[src/verilog/cfrsc_pkg.sv]
/*
 Shared constants and state encoding for the fetch, reset and sleep control.
 Assumes a single 20 MHz clock and a synchronous program memory.
*/
package cfrsc_pkg;
   localparam int ADDR_W = 12;
   localparam int INSTR_W = 18;
   localparam logic [11:0] RESET_ADDR = 12'h000;
   localparam logic [11:0] ADDR_STEP = 12'h001;
   localparam logic [1:0] START_CYCLES = 2'h2;
   localparam logic [1:0] START_ZERO = 2'h0;
   localparam logic [1:0] START_ONE = 2'h1;
   // Run states, one-hot
   typedef enum logic [4:0] {
      CFRSC_RESET = 5'h01,
      CFRSC_START = 5'h02,
      CFRSC_FETCH = 5'h04,
      CFRSC_EXEC  = 5'h08,
      CFRSC_SLEEP = 5'h10
   } cfrsc_state_e;
endpackage

[src/verilog/cfrsc_if.sv]
/*
 Interface carrying the two-flop synchronised inputs from the synchroniser
 to the controller. Assumes both ends share ref_clk.
*/
`timescale 1ns/1ps
interface cfrsc_sync_if;
   logic rst_req;
   logic sleep_req;
   modport src (output rst_req, output sleep_req);
   modport dst (input rst_req, input sleep_req);
endinterface

[src/verilog/cfrsc_sync.sv]
/*
 Two-flop synchronisers for the reset request and sleep pins.
 Assumes both pins may come from outside the ref_clk domain.
*/
`timescale 1ns/1ps
module cfrsc_sync (
   input  wire logic ref_clk,
   input  wire logic rst,
   input  wire logic reset_pin,
   input  wire logic sleep_pin,
   cfrsc_sync_if.src sync
);
   logic [1:0] meta_q;
   logic [1:0] meta_d;
   logic [1:0] stab_q;
   logic [1:0] stab_d;

   // Next values: first stage only feeds the second
   always_comb begin
      meta_d = {sleep_pin, reset_pin};
      stab_d = meta_q;
   end

   // Reset pulls the reset request high so start-up follows configuration
   always_ff @(posedge ref_clk or posedge rst) begin
      if (rst) begin
         meta_q <= 2'h1;
         stab_q <= 2'h1;
      end else begin
         meta_q <= meta_d;
         stab_q <= stab_d;
      end
   end

   assign sync.rst_req   = stab_q[0];
   assign sync.sleep_req = stab_q[1];
endmodule // cfrsc_sync

[src/verilog/cfrsc_top.sv]
/*
 Program fetch, reset start-up and sleep control of a small 8-bit core.
 Assumes a synchronous program memory with one cycle read latency, and an
 execution datapath that supplies the next address and strobe requests.
*/
`timescale 1ns/1ps
////////////////////////////////////////////////////////////////////////////
module cfrsc_top
   import cfrsc_pkg::*;
(
   input  wire logic                         ref_clk,
   input  wire logic                         rst,
   input  wire logic                         reset_pin,
   input  wire logic                         sleep_pin,
   input  wire logic [cfrsc_pkg::INSTR_W-1:0] instruction,
   input  wire logic [cfrsc_pkg::ADDR_W-1:0]  next_addr,
   input  wire logic                         write_req,
   input  wire logic                         read_req,
   output logic      [cfrsc_pkg::ADDR_W-1:0]  address,
   output logic                              bram_enable,
   output logic      [cfrsc_pkg::INSTR_W-1:0] instr_word,
   output logic                              exec_phase,
   output logic                              write_strobe,
   output logic                              read_strobe,
   output logic                              bank_sel,
   output logic                              int_enable
);
   import cfrsc_pkg::*;

   cfrsc_sync_if sync ();

   cfrsc_state_e        state_q;
   cfrsc_state_e        state_d;
   logic [ADDR_W-1:0]   addr_q;
   logic [ADDR_W-1:0]   addr_d;
   logic [INSTR_W-1:0]  ir_q;
   logic [INSTR_W-1:0]  ir_d;
   logic                en_q;
   logic                en_d;
   logic                wr_q;
   logic                wr_d;
   logic                rd_q;
   logic                rd_d;
   logic                bank_q;
   logic                bank_d;
   logic                ie_q;
   logic                ie_d;
   logic [1:0]          cnt_q;
   logic [1:0]          cnt_d;
   logic                exec_q;
   logic                exec_d;

   // Pins pass two flops before the state machine reads them
   cfrsc_sync u_sync (
      .ref_clk   (ref_clk),
      .rst       (rst),
      .reset_pin (reset_pin),
      .sleep_pin (sleep_pin),
      .sync      (sync)
   );

   ////////////////////////////////////////////////////////////////////////
   // Run state and start-up counter
   // FETCH is the cycle in which the memory reads addr_q; EXEC captures
   // the word and takes the next address, so one instruction spans two
   // cycles.
   always_comb begin
      state_d = state_q;
      cnt_d   = cnt_q;
      if (sync.rst_req) begin
         state_d = CFRSC_RESET;
         cnt_d   = START_ZERO;
      end else begin
         case (state_q)
            CFRSC_RESET: begin
               // Fixed start-up order, same after every reset
               state_d = CFRSC_START;
               cnt_d   = START_ONE;
            end
            CFRSC_START: begin
               cnt_d = cnt_q + START_ONE;
               if (cnt_q == START_CYCLES - START_ONE) begin
                  state_d = CFRSC_FETCH;
               end
            end
            CFRSC_FETCH: begin
               state_d = CFRSC_EXEC;
            end
            CFRSC_EXEC: begin
               // Sleep is only honoured at the instruction boundary
               if (sync.sleep_req) begin
                  state_d = CFRSC_SLEEP;
               end else begin
                  state_d = CFRSC_FETCH;
               end
            end
            CFRSC_SLEEP: begin
               // Only reset, above, can disturb a sleeping core
               if (!sync.sleep_req) begin
                  state_d = CFRSC_FETCH;
               end
            end
            default: begin
               state_d = CFRSC_RESET;
            end
         endcase
      end
      exec_d = (state_d == CFRSC_EXEC);
   end

   // Start-up state held until the synchroniser lets go of reset
   always_ff @(posedge ref_clk or posedge rst) begin
      if (rst) begin
         state_q <= CFRSC_RESET;
         cnt_q   <= START_ZERO;
         exec_q  <= 1'b0;
      end else begin
         state_q <= state_d;
         cnt_q   <= cnt_d;
         exec_q  <= exec_d;
      end
   end

   ////////////////////////////////////////////////////////////////////////
   // Fetch path: address, memory read enable and captured instruction.
   // The enable is high in the START and FETCH cycles, so the memory reads addr_q
   // at the end of FETCH and its word stands during EXEC.
   always_comb begin
      addr_d = addr_q;
      ir_d   = ir_q;
      en_d   = en_q;
      if (sync.rst_req) begin
         addr_d = RESET_ADDR;
         en_d   = 1'b0;
      end else begin
         case (state_q)
            CFRSC_RESET: begin
               // Memory enabled ahead of the first fetch
               en_d = 1'b1;
            end
            CFRSC_START: begin
               en_d = 1'b1;
            end
            CFRSC_FETCH: begin
               // One read per instruction keeps the memory idle in every EXEC cycle
               en_d = 1'b0;
            end
            CFRSC_EXEC: begin
               // Word for addr_q arrived at its read edge, one cycle before this capture
               ir_d   = instruction;
               addr_d = next_addr;
               en_d   = !sync.sleep_req;
            end
            CFRSC_SLEEP: begin
               // Enable returns with FETCH, so the held address is read in time
               en_d = !sync.sleep_req;
            end
            default: begin
               en_d = 1'b0;
            end
         endcase
      end
   end

   // Fetch path registers
   always_ff @(posedge ref_clk or posedge rst) begin
      if (rst) begin
         addr_q <= RESET_ADDR;
         ir_q   <= '0;
         en_q   <= 1'b0;
      end else begin
         addr_q <= addr_d;
         ir_q   <= ir_d;
         en_q   <= en_d;
      end
   end

   ////////////////////////////////////////////////////////////////////////
   // Strobes: requests taken at the end of FETCH pulse for EXEC only;
   // reset, start-up and sleep all leave them low.
   always_comb begin
      wr_d = 1'b0;
      rd_d = 1'b0;
      if (!sync.rst_req && state_q == CFRSC_FETCH) begin
         wr_d = write_req;
         rd_d = read_req;
      end
   end

   // Strobe registers
   always_ff @(posedge ref_clk or posedge rst) begin
      if (rst) begin
         wr_q <= 1'b0;
         rd_q <= 1'b0;
      end else begin
         wr_q <= wr_d;
         rd_q <= rd_d;
      end
   end

   ////////////////////////////////////////////////////////////////////////
   // Start-up context: bank A, interrupts off. Nothing here sets them again;
   // the instruction datapath owns any later change.
   always_comb begin
      bank_d = bank_q;
      ie_d   = ie_q;
      if (sync.rst_req) begin
         bank_d = 1'b0;
         ie_d   = 1'b0;
      end
   end

   // Start-up context registers
   always_ff @(posedge ref_clk or posedge rst) begin
      if (rst) begin
         bank_q <= 1'b0;
         ie_q   <= 1'b0;
      end else begin
         bank_q <= bank_d;
         ie_q   <= ie_d;
      end
   end

   // All outputs straight from flops
   assign address      = addr_q;
   assign bram_enable  = en_q;
   assign instr_word   = ir_q;
   assign exec_phase   = exec_q;
   assign write_strobe = wr_q;
   assign read_strobe  = rd_q;
   assign bank_sel     = bank_q;
   assign int_enable   = ie_q;
endmodule // cfrsc_top
[config.mk]
export PLATFORM = sky130hd
export DESIGN_NAME = cfrsc_top
export DESIGN_NICKNAME = d
export VERILOG_FILES = /design/src/verilog/cfrsc_pkg.sv /design/src/verilog/cfrsc_if.sv /design/src/verilog/cfrsc_sync.sv /design/src/verilog/cfrsc_top.sv
export SDC_FILE = /design/constraint.sdc
export NUM_CORES = 1
export LEC_CHECK = 0
export BUFFER_PORTS_ARGS = -buffer_cell sky130_fd_sc_hd__buf_2
export CAP_MARGIN = 20
export CORE_MARGIN = 2
export CORE_UTILIZATION = 51
export CTS_CLUSTER_DIAMETER = 40
export DETAILED_ROUTE_END_ITERATION = 6
export GPL_TIMING_DRIVEN = 0
export PLACE_DENSITY = 0.9
export SYNTH_ARGS = -nofsm -noshare
export SYNTH_HDL_FRONTEND = slang
export SYNTH_SLANG_ARGS = --single-unit
[constraint.sdc]
create_clock -name ref_clk -period 3.5 [get_ports ref_clk]
set_clock_uncertainty 0.2 [all_clocks]
set_input_delay 0.175 -clock ref_clk [delete_from_list [all_inputs] [get_ports ref_clk]]
set_output_delay 0.175 -clock ref_clk [all_outputs]
set_load 0.1 [all_outputs]
# Yosys cells after proc, flatten, opt, wreduce, memory -nomap -nowiden
# Cells that the tools add are included.
[classes]
mux = 13
eq_ne = 7
n_lt_le_gt_ge = 0
add_sub_neg = 1
n_bitwise = 1
shifts = 0
multipliers = 0
n_div = 0
n_reduce_logical = 8
[ops]
columns = ["op", "count"]
rows = [
  ["case mux 5 bit (5 select lines)", 1],
  ["2-to-1 mux 12 bit", 2],
  ["2-to-1 mux 5 bit", 4],
  ["equality test 5 x 4 -> 1 bit, second input constant", 2],
  ["equality test 5 x 1 -> 1 bit, second input constant", 1],
  ["equality test 5 x 2 -> 1 bit, second input constant", 1],
  ["equality test 5 x 3 -> 1 bit, second input constant", 1],
  ["equality test 5 bit, second input constant", 1],
  ["case mux 2 bit (2 select lines)", 1],
  ["OR reduction 2 bit", 2],
  ["2-to-1 mux 1 bit", 3],
  ["nonzero test 3 bit", 1],
  ["adder 2 x 1 -> 2 bit, second input constant", 1],
  ["equality test 2 x 1 -> 1 bit, second input constant", 1],
  ["zero test 1 bit", 2],
  ["2-to-1 mux 2 bit", 1],
  ["case mux 1 bit (2 select lines)", 1],
  ["AND reduction 2 bit", 1],
  ["nonzero test 2 bit", 1],
  ["logical AND 1 bit", 1],
  ["inverter 1 bit", 1],
]
[totals]
latch_bits = 0
rom_bits = 0
ram_bits = 0
register_bits = 45
elab_cells = 40
n_memories = 0

# Logic depth before layout (Yosys ltp)
# Gate-level depths: netlist of the first run.
[logic_depth]
depth_word = 5
ltp_mapped = 5
mapped_depth_nobuf = 5

# Hierarchy
# A second synthesis of the first run with hierarchy kept.
[unflattened]
cells_unflattened = 137
hier_area_um2 = 1836.8
[modules_own_cells]
columns = ["module", "n_inst", "cells_each", "seq_area_each_um2", "area_each_um2"]
rows = [
  ["cfrsc_top", 1, 132, 1027.2, 1730.4],
  ["cfrsc_sync", 1, 5, 102.6, 106.4],
]

# Worst setup path before layout of the first run
# OpenSTA, ideal clock, no wires.
[synth_path]
path_type = "register -> register"
startpoint = "register state_q[0]"
endpoint = "register ir_q[10] (netlist: instr_word[10])"
stages_incl_launch_ff = 6
n_path_buf = 2
arrival_ps = 1389
setup_ps = 125
slack_ps = 1785
path_cell_list = "dfstp_2 -> buf_2 -> nor3_1 -> and3_1 -> buf_4 -> mux2_2"
[synth_between]
elab_chain_len = 2
[synth_lines]
columns = ["item", "line", "rtl"]
rows = [
  ["from (decl)", "cfrsc_top.sv:32", "cfrsc_state_e state_q;"],
  ["from (signal assigned)", "cfrsc_top.sv:118", "state_q <= state_d;"],
  ["equality test 5 x 4 -> 1 bit", "cfrsc_top.sv:136", "case (state_q)"],
  ["AND reduction 2 bit (no source line)", "-", ""],
  ["to (signal assigned)", "cfrsc_top.sv:173", "ir_q <= ir_d;"],
  ["to (decl)", "cfrsc_top.sv:36", "logic [INSTR_W-1:0] ir_q;"],
]
# Every way passes these cells.
# A chain may end at the register's enable or synchronous reset.

# Worst setup path after layout of the first run
[layout_path]
startpoint = "register state_q[0]"
endpoint = "register ir_q[3] (netlist: instr_word[3])"
# Same word-level chain as after synthesis.

==> metrics.md, run 1 <==
| Metric | Value |
|---|---|
| RSZ-0062 raised after global routing | no |
| Sink Count | 45 |
| CTS root buf | clkbuf_4 |
| Die area | 4060 µm² |
| Final slew viol count | 0 |
| Pleak | 1.44 nW |
| N_diodes | 0 |
| Clock transition at path regs | 0.12 ns |
| Std-Cell Rows | 21 |
| Ys Warns | 0 |
| Pin count of the biggest net entering global routing | 46 |
| CP startpoint kind | register |
| Vias in the first global route | 1701 |
| Max-slew headroom | 40.5% |
| Commonest non-fill, non-tap cell in the layout | buf_2 |
| Most frequent cells in the layout | 73 x buf_2, 42 x dfrtp_1, 35 x dlygate4sd3_1, 18 x mux2_2, 12 x a22o_1 |
| Clk Latency, worst-skew pair | 0.38 ns |
| Share of cells above drive strength 1 | 44.5% |
| Placed Area | 2220 µm² |
| TritonCTS clock tree | done |
| H-tree Lvls | 2 |
| Setup TNS | 0 ns |
| P&R area growth vs syn | 46.3% |
| Max IR drop VDD | 0.000305 V |
| Mapped Cells | 132 |
| Resized cells post-CTS | 0 |
| Critical Path Max Stage Delay | 0.38 ns |
| Floorplan die height | 63.7 µm |
| Gp weighted congestion | 0.766 |
| Netlist cell types | 34 |
| Syn_area_per_cell | 13.8 µm² |
| First-pass GRT wire length | 8.17 mm |
| Post-route cell area | 2660 µm² |
| Filler cell count | 187 |
| Status | finished, final reports clean |
| Drt pass-1 iters | 5 |
| Clock tree buffer depth | 2 |
| CP Capture Type | register |
| Total gr overflow | 0 |
| Max FO, Critical Path | 10 |
| Num CTS Buffers | 5 |
| Initial DRC Count | 85 |
| Final nets | 281 |
| Synth Register Bits | 45 |
| # port buffers | 69 |
| Final Setup Violations | 0 |
| Core area | 3390 µm² |
| Ys flop type | dfrtp_1 |
| Maximum clock rate | 515 MHz |
| Hold Crit Class | reg -> reg |
| Starting Density | 53.6% |
| Post-synth EDFFs | 0 |
| Initial antenna violation count | 0 |
| Final min period | 1.94 ns |
| Mapped Area | 1820 µm² |
| Total GRT Usage | 27.4% |
| Ports | 72 |
| Critical path cell sequence | buf_2, nor3_1, and3_1, buf_4, mux2_2 |
| Hold WS | 0.167 ns |
| Final core utilization | 78.4% |
| PwrDens | 415 nW/µm² |
| Hpwl dp | 2.93 mm |
| MaxCap Viol Count | 0 |
| Crit path kind | reg -> reg |
| Die Wd | 63.7 µm |
| Wire per inst | 17.6 µm |
| Fin. Hold Viols | 0 |
| Fin crit share | 55.5% |
| Worst Max-Slew Pin Slew | 0.891 ns |
| Ys async rst share | 100% |
| # DRC | 0 |
| Sequential area share after synthesis | 62.2% |
| Post-route setup slack | 1.56 ns |
| Slowest cell on crit path | dfstp_2 |
| DR vias | 1582 |
| Pre-CTS setup slack | 1.61 ns |
| Final ANT Viol Nets | 0 |
| Post-Route WL | 5.11 mm |
| DR vias/cell | 5.44 |
| Arrival @ worst endpoint | 2.00 ns |
| WP data required | 3.56 ns |
[routing by layer]
| layer | vias up | routed length (µm) | GRT usage, % |
|---|---|---|---|
| met2 | 72 | 2880 | 50.9 |
| met3 | 24 | 235 | 5.18 |
| met4 | 0 | 240 | 18.2 |
| met5 | - | 0 | 0 |
| li1 | 698 | - | - |
| met1 | 788 | 1760 | 27.2 |
[logic make-up after synthesis]
kind of cell / after synthesis / share of synthesized area (%)
flip-flops: 45 / 62.2
AND/OR/NAND/NOR: 25 / 9.78
AO/OA/AOI/OAI: 23 / 10.1
multiplexers: 19 / 11.7
buffers and inverters: 16 / 4.41
XOR/XNOR: 2 / 0.964
adder cells (fa/ha/maj): 1 / 0.689
other: 1 / 0.206
[flip-flops by register name, summed over array words and instances, names as in the netlist, 2 cells and up]
signal         cells
cnt_q              2
instr_word        18
u_sync.meta_q      2
u_sync.stab_q      2
state_q            5
address           12
[power breakdown]
part	internal [W]	leakage, nW	switching, W	total (W)
sequential	0.000540	0.610	0.0000115	0.000551
clock	0.000171	0.0455	0.000168	0.000338
combinational	0.0000827	0.789	0.000131	0.000214
[area by class of cell]
cell class	instances	area (µm²)	area share, %
inverter	5	18.8	0.706
buffer	11	61.3	2.31
clock inverter	1	30.0	1.13
tap	46	57.6	2.16
sequential	45	1130	42.5
multi-input combinational	72	611	23.0
timing repair buffer	104	696	26.2
clock buffer	7	55.1	2.07
[Yosys cell counts, types with 2 or more instances]
library cell,n,area share [%]
dfstp_2,3,4.3
and2_1,3,1.0
or3_1,2,0.69
a22o_1,12,5.8
mux2_2,18,11
or4b_1,2,1.1
clkbuf_1,3,0.62
nor3_1,2,0.55
inv_1,5,1.0
nor2_1,4,0.83
nor4b_1,2,0.96
nor3b_1,2,0.83
a211oi_1,3,1.2
buf_4,4,1.7
a21oi_1,2,0.55
xor2_1,2,0.96
dfrtp_1,42,58
buf_2,4,1.1
o31ai_1,2,0.83
[final timing paths]
| path | start | endpoint | cells after the start | slack (ns) |
|---|---|---|---|---|
| setup / recovery | state_q[0] | instr_word[3] | 5 | 1.56 |
| hold / removal | u_sync.meta_q[0] | u_sync.stab_q[0] | 0 | 0.17 |
| setup reg to reg | state_q[0] | instr_word[3] | 5 | 1.56 |
| hold reg to reg | u_sync.meta_q[0] | u_sync.stab_q[0] | 0 | 0.17 |
| max in group asynchronous | rst | state_q[4] | 3 | 2.18 |
| min in group asynchronous | rst | instr_word[10] | 3 | 0.34 |
[through the flow]
| stage | cells | power, W |
|---|---|---|
| global placement | 248 | 0.000726 |
| floorplan | 133 | 0.000687 |
| global route | 291 | 0.00115 |
| detailed placement | 248 | 0.000734 |
| finish | 291 | 0.00110 |
| CTS | 291 | 0.00109 |
[repair_timing]
item	in CTS	in global routing
hold endpoints to repair	76	0
setup endpoints to repair	0	0
hold buffers	35	0
setup buffers	0	0
[worst max-delay path, delay by kind of cell, from the launching register on]
family / cells / cell delay [ns]
flops: 1 / 0.38
mux: 1 / 0.36
buf+inv: 2 / 0.38
simple gates: 2 / 0.52
(Power assumes the default switching activity.)
==> inputs of run 2 (changes only) <==
--- a/config.mk
+++ b/config.mk
@@ -5,14 +5,15 @@
 export SDC_FILE = /design/constraint.sdc
 export NUM_CORES = 1
 export LEC_CHECK = 0
+export ABC_AREA = 1
 export BUFFER_PORTS_ARGS = -buffer_cell sky130_fd_sc_hd__buf_2
 export CAP_MARGIN = 20
 export CORE_MARGIN = 2
-export CORE_UTILIZATION = 51
+export CORE_UTILIZATION = 47
 export CTS_CLUSTER_DIAMETER = 40
 export DETAILED_ROUTE_END_ITERATION = 6
 export GPL_TIMING_DRIVEN = 0
-export PLACE_DENSITY = 0.9
+export PLACE_DENSITY = 0.85
 export SYNTH_ARGS = -nofsm -noshare
 export SYNTH_HDL_FRONTEND = slang
 export SYNTH_SLANG_ARGS = --single-unit
==> constraint.sdc (replaced) <==
create_clock -name ref_clk -period 1.9 [get_ports ref_clk]
set_clock_uncertainty 0.2 [all_clocks]
set_input_delay 0.095 -clock ref_clk [delete_from_list [all_inputs] [get_ports ref_clk]]
set_output_delay 0.095 -clock ref_clk [all_outputs]
set_load 0.1 [all_outputs]
==> metrics.md, run 2 <==
| Metric | Value |
|---|---|
| Synth area leaders | dfrtp_1 58%, nand2_1 14%, o21ai_1 5.0%, nand3_1 4.7%, dfstp_2 4.4% |
| CP Capture Type | register |
| Crit path kind | reg -> reg |
| CP startpoint kind | register |
| Ys Warns | 0 (unchanged) |
| Total GRT Usage | 23.5% (-3.8 points) |
| Most frequent cells in the layout | 71 x buf_2, 67 x nand2_1, 42 x dfrtp_1, 35 x dlygate4sd3_1, 18 x o21ai_1 |
| Fin. Hold Viols | 0 (unchanged) |
| Maximum clock rate | 574 MHz (+11%) |
| Sink Count | 45 (unchanged) |
| Die Wd | 65.8 µm (+3.4%) |
| Synth Register Bits | 45 (unchanged) |
| Hpwl dp | 2.79 mm (-4.8%) |
| Wire per inst | 12.6 µm (-28%) |
| Drt pass-1 iters | 4 (-1) |
| Critical Path Max Stage Delay | 0.54 ns (+0.16 ns) |
| Num CTS Buffers | 5 (unchanged) |
| Crit path max-delay family | flip-flops |
| Worst setup startpoint | state_q[0] |
| Vias in the first global route | 1719 (+1.1%) |
| Std-Cell Rows | 22 (+4.8%) |
| Clk Latency, worst-skew pair | 0.30 ns (-0.08 ns) |
| Reg2reg start | state_q[0] |
| Mapped Area | 1800 µm² (-1.1%) |
| Post-synth top area cell | dfrtp_1 |
| Max FO, Critical Path | 10 (unchanged) |
| Critical path cell sequence | nor2_1, nand3_1, clkbuf_1, nand3_1, nand2_1 |
| Die area | 4330 µm² (+6.8%) |
| Initial antenna violation count | 0 (unchanged) |
| Most instantiated library cell after synthesis | nand2_1 |
| Mapped Cells | 196 (+48%) |
| TritonCTS clock tree | done |
| Post-synth top area share | 58.5% (+0.64 points) |
| Final ANT Viol Nets | 0 (unchanged) |
| Fin cells | 358 (+23%) |
| Post-synth EDFFs | 0 (unchanged) |
| Gp weighted congestion | 0.743 (-3.0%) |
| Register area | 1130 µm² (unchanged) |
| Final slew viol count | 0 (unchanged) |
| Largest family of logic cells by synthesized area | simple AND/OR/NAND/NOR gates |
| Clock transition at path regs | 0.08 ns (-0.04 ns) |
| Max IR drop VDD | 0.000757 V (+150%) |
| Compound-Gate Fraction of Synth Area | 6.41% (-3.6 points) |
| DR vias | 1722 (+8.8%) |
| # port buffers | 69 (unchanged) |
| Initial DRC Count | 70 (-18%) |
| WP data required | 1.94 ns (-1.62 ns) |
| Starting Density | 49.1% (-4.5 points) |
| Fin crit share | 91.7% (+36 points) |
| Total gr overflow | 0 (unchanged) |
| Status | finished, final reports clean |
| Ys flop type | dfrtp_1 |
| Final nets | 346 (+23%) |
| Slowest cell on crit path | dfstp_2 |
| First-pass GRT wire length | 7.49 mm (-8.4%) |
| Multi-input gate area | 556 µm² (-9.0%) |
| DR vias/cell | 4.81 (-12%) |
| Ports | 72 (unchanged) |
| Arrival @ worst endpoint | 1.78 ns (-0.22 ns) |
| MaxCap Viol Count | 0 (unchanged) |
| Clock tree buffer depth | 2 (unchanged) |
| Setup TNS | 0 ns (unchanged) |
| Commonest non-fill, non-tap cell in the layout | buf_2 |
| Final Setup Violations | 0 (unchanged) |
| Ys async rst share | 100% (unchanged) |
| Sequential area share after synthesis | 62.9% (+0.69 points) |
| Top cells by count, synth | 67 x nand2_1, 42 x dfrtp_1, 18 x o21ai_1, 17 x nand3_1, 13 x inv_1 |
| Syn_area_per_cell | 9.17 µm² (-33%) |
| Pin count of the biggest net entering global routing | 36 (-22%) |
| N_diodes | 0 (unchanged) |
| Core area | 3660 µm² (+8.0%) |
| Pleak | 1.33 nW (-8.0%) |
| WP buf/inv | 1 (-1) |
| PwrDens | 732 nW/µm² (+76%) |
| Post-Route WL | 4.52 mm (-12%) |
| Filler cell count | 253 (+35%) |
| P&R area growth vs syn | 49.0% |
| CP dominant cell by count | nand3_1 |
| Netlist cell types | 20 (-41%) |
| Max reg flops | 18 (unchanged) |
| Post-Place Cells | 315 (+27%) |
| Hold Crit Class | in -> async |
| H-tree Lvls | 2 (unchanged) |
| RSZ-0062 raised after global routing | no |
| Floorplan die height | 65.8 µm (+3.4%) |
| Post-Synth Adder-Cell Area | 0.696% (+0.0077 points) |
| Mux contribution to synthesized area | 0% (-12 points) |
| Synth Area in XOR/XNOR | 0% (-0.96 points) |
| # DRC | 0 (unchanged) |
| Area share of and/or/nand/nor cells after synthesis | 23.4% (+14 points) |
| Final min period | 1.74 ns (-0.200 ns) |
| Share of cells above drive strength 1 | 30.0% (-14 points) |
| CTS root buf | clkbuf_8 |
[run 2: cell count changes after synthesis, moves of 7 or more]
| cell | delta |
|---|---|
| nor2_1 | +7 |
| nand3_1 | +16 |
| inv_1 | +8 |
| mux2_2 | -18 |
| o21ai_1 | +18 |
| a22o_1 | -12 |
| nand2_1 | +67 |
[run 2: cells by family (layout without fill, tap and decap cells)]
kind of cell | count (synthesis) | after routing
fa+ha+maj | 1 | 1
compound gates | 23 | 23
buf+inv | 25 | 138
simple gates | 101 | 101
flops | 45 | 45
other cells | 1 | 2
[run 2: layout make-up]
cell class,instances,share of cell area [%]
buffer,11,2.34
clock buffer,7,3.60
clock inverter,1,0.187
inverter,14,1.96
multi-input combinational,127,20.7
sequential,45,42.2
tap,48,2.24
timing repair buffer,105,26.7
[run 2: power by group]
part / internal [W] / leakage [nW] / total (W) / switching (W)
Sequential: 0.000990 / 0.516 / 0.00101 / 0.0000190
Combinational: 0.000114 / 0.757 / 0.000316 / 0.000202
Clock: 0.000328 / 0.0542 / 0.000635 / 0.000307
[run 2: worst register-to-register path: stages, from the launching register on]
cell and delay (ns):
dfstp_2 0.54, nor2_1 0.07, nand3_1 0.18, clkbuf_1 0.41, nand3_1 0.17, nand2_1 0.11
[run 2: final timing paths]
path                       slack, ns  cells past startpoint                to
max in group asynchronous       0.91                      4  u_sync.meta_q[0]
setup / recovery                0.16                      5        address[4]
min in group ref_clk            0.16                      0  u_sync.stab_q[0]
setup reg to reg                0.16                      5        address[4]
hold / removal                  0.07                      3       read_strobe
hold reg to reg                 0.16                      0  u_sync.stab_q[0]
[run 2: metal layers]
| layer | global-route usage [%] | vias to the layer above | routed length, µm | part of all wire (%) |
|---|---|---|---|---|
| met4 | 13.0 | 0 | 161 | 3.6 |
| met3 | 6.64 | 15 | 228 | 5.0 |
| met2 | 38.3 | 63 | 2330 | 51 |
| met1 | 28.2 | 807 | 1800 | 40 |
| met5 | 0 | - | 0 | 0 |
| li1 | - | 837 | - | - |
[run 2: per-stage QoR]
step | power [W] | hold WS [ns] | util [%] | setup slack [ns] | instance area [µm²]
4_1_cts | 0.00196 | 0.0622 | 73.1 | 0.204 | 2680
2_1_floorplan | 0.00121 | -0.101 | - | 0.454 | 1800
3_5_place_dp | 0.00128 | -0.161 | 60.8 | 0.214 | 2230
3_3_place_gp | 0.00127 | 0.00209 | 60.3 | 0.00210 | 2210
6_report | 0.00196 | 0.0728 | 73.1 | 0.158 | 2680
5_1_grt | 0.00204 | 0.0803 | 73.1 | 0.0884 | 2680
[run 2: repair_timing]
| item | CTS | global route |
|---|---|---|
| setup buffers | 0 | 0 |
| endpoints found under the hold margin | 76 | 0 |
| gates resized for setup | 0 | 0 |
| hold buffers | 35 | 0 |
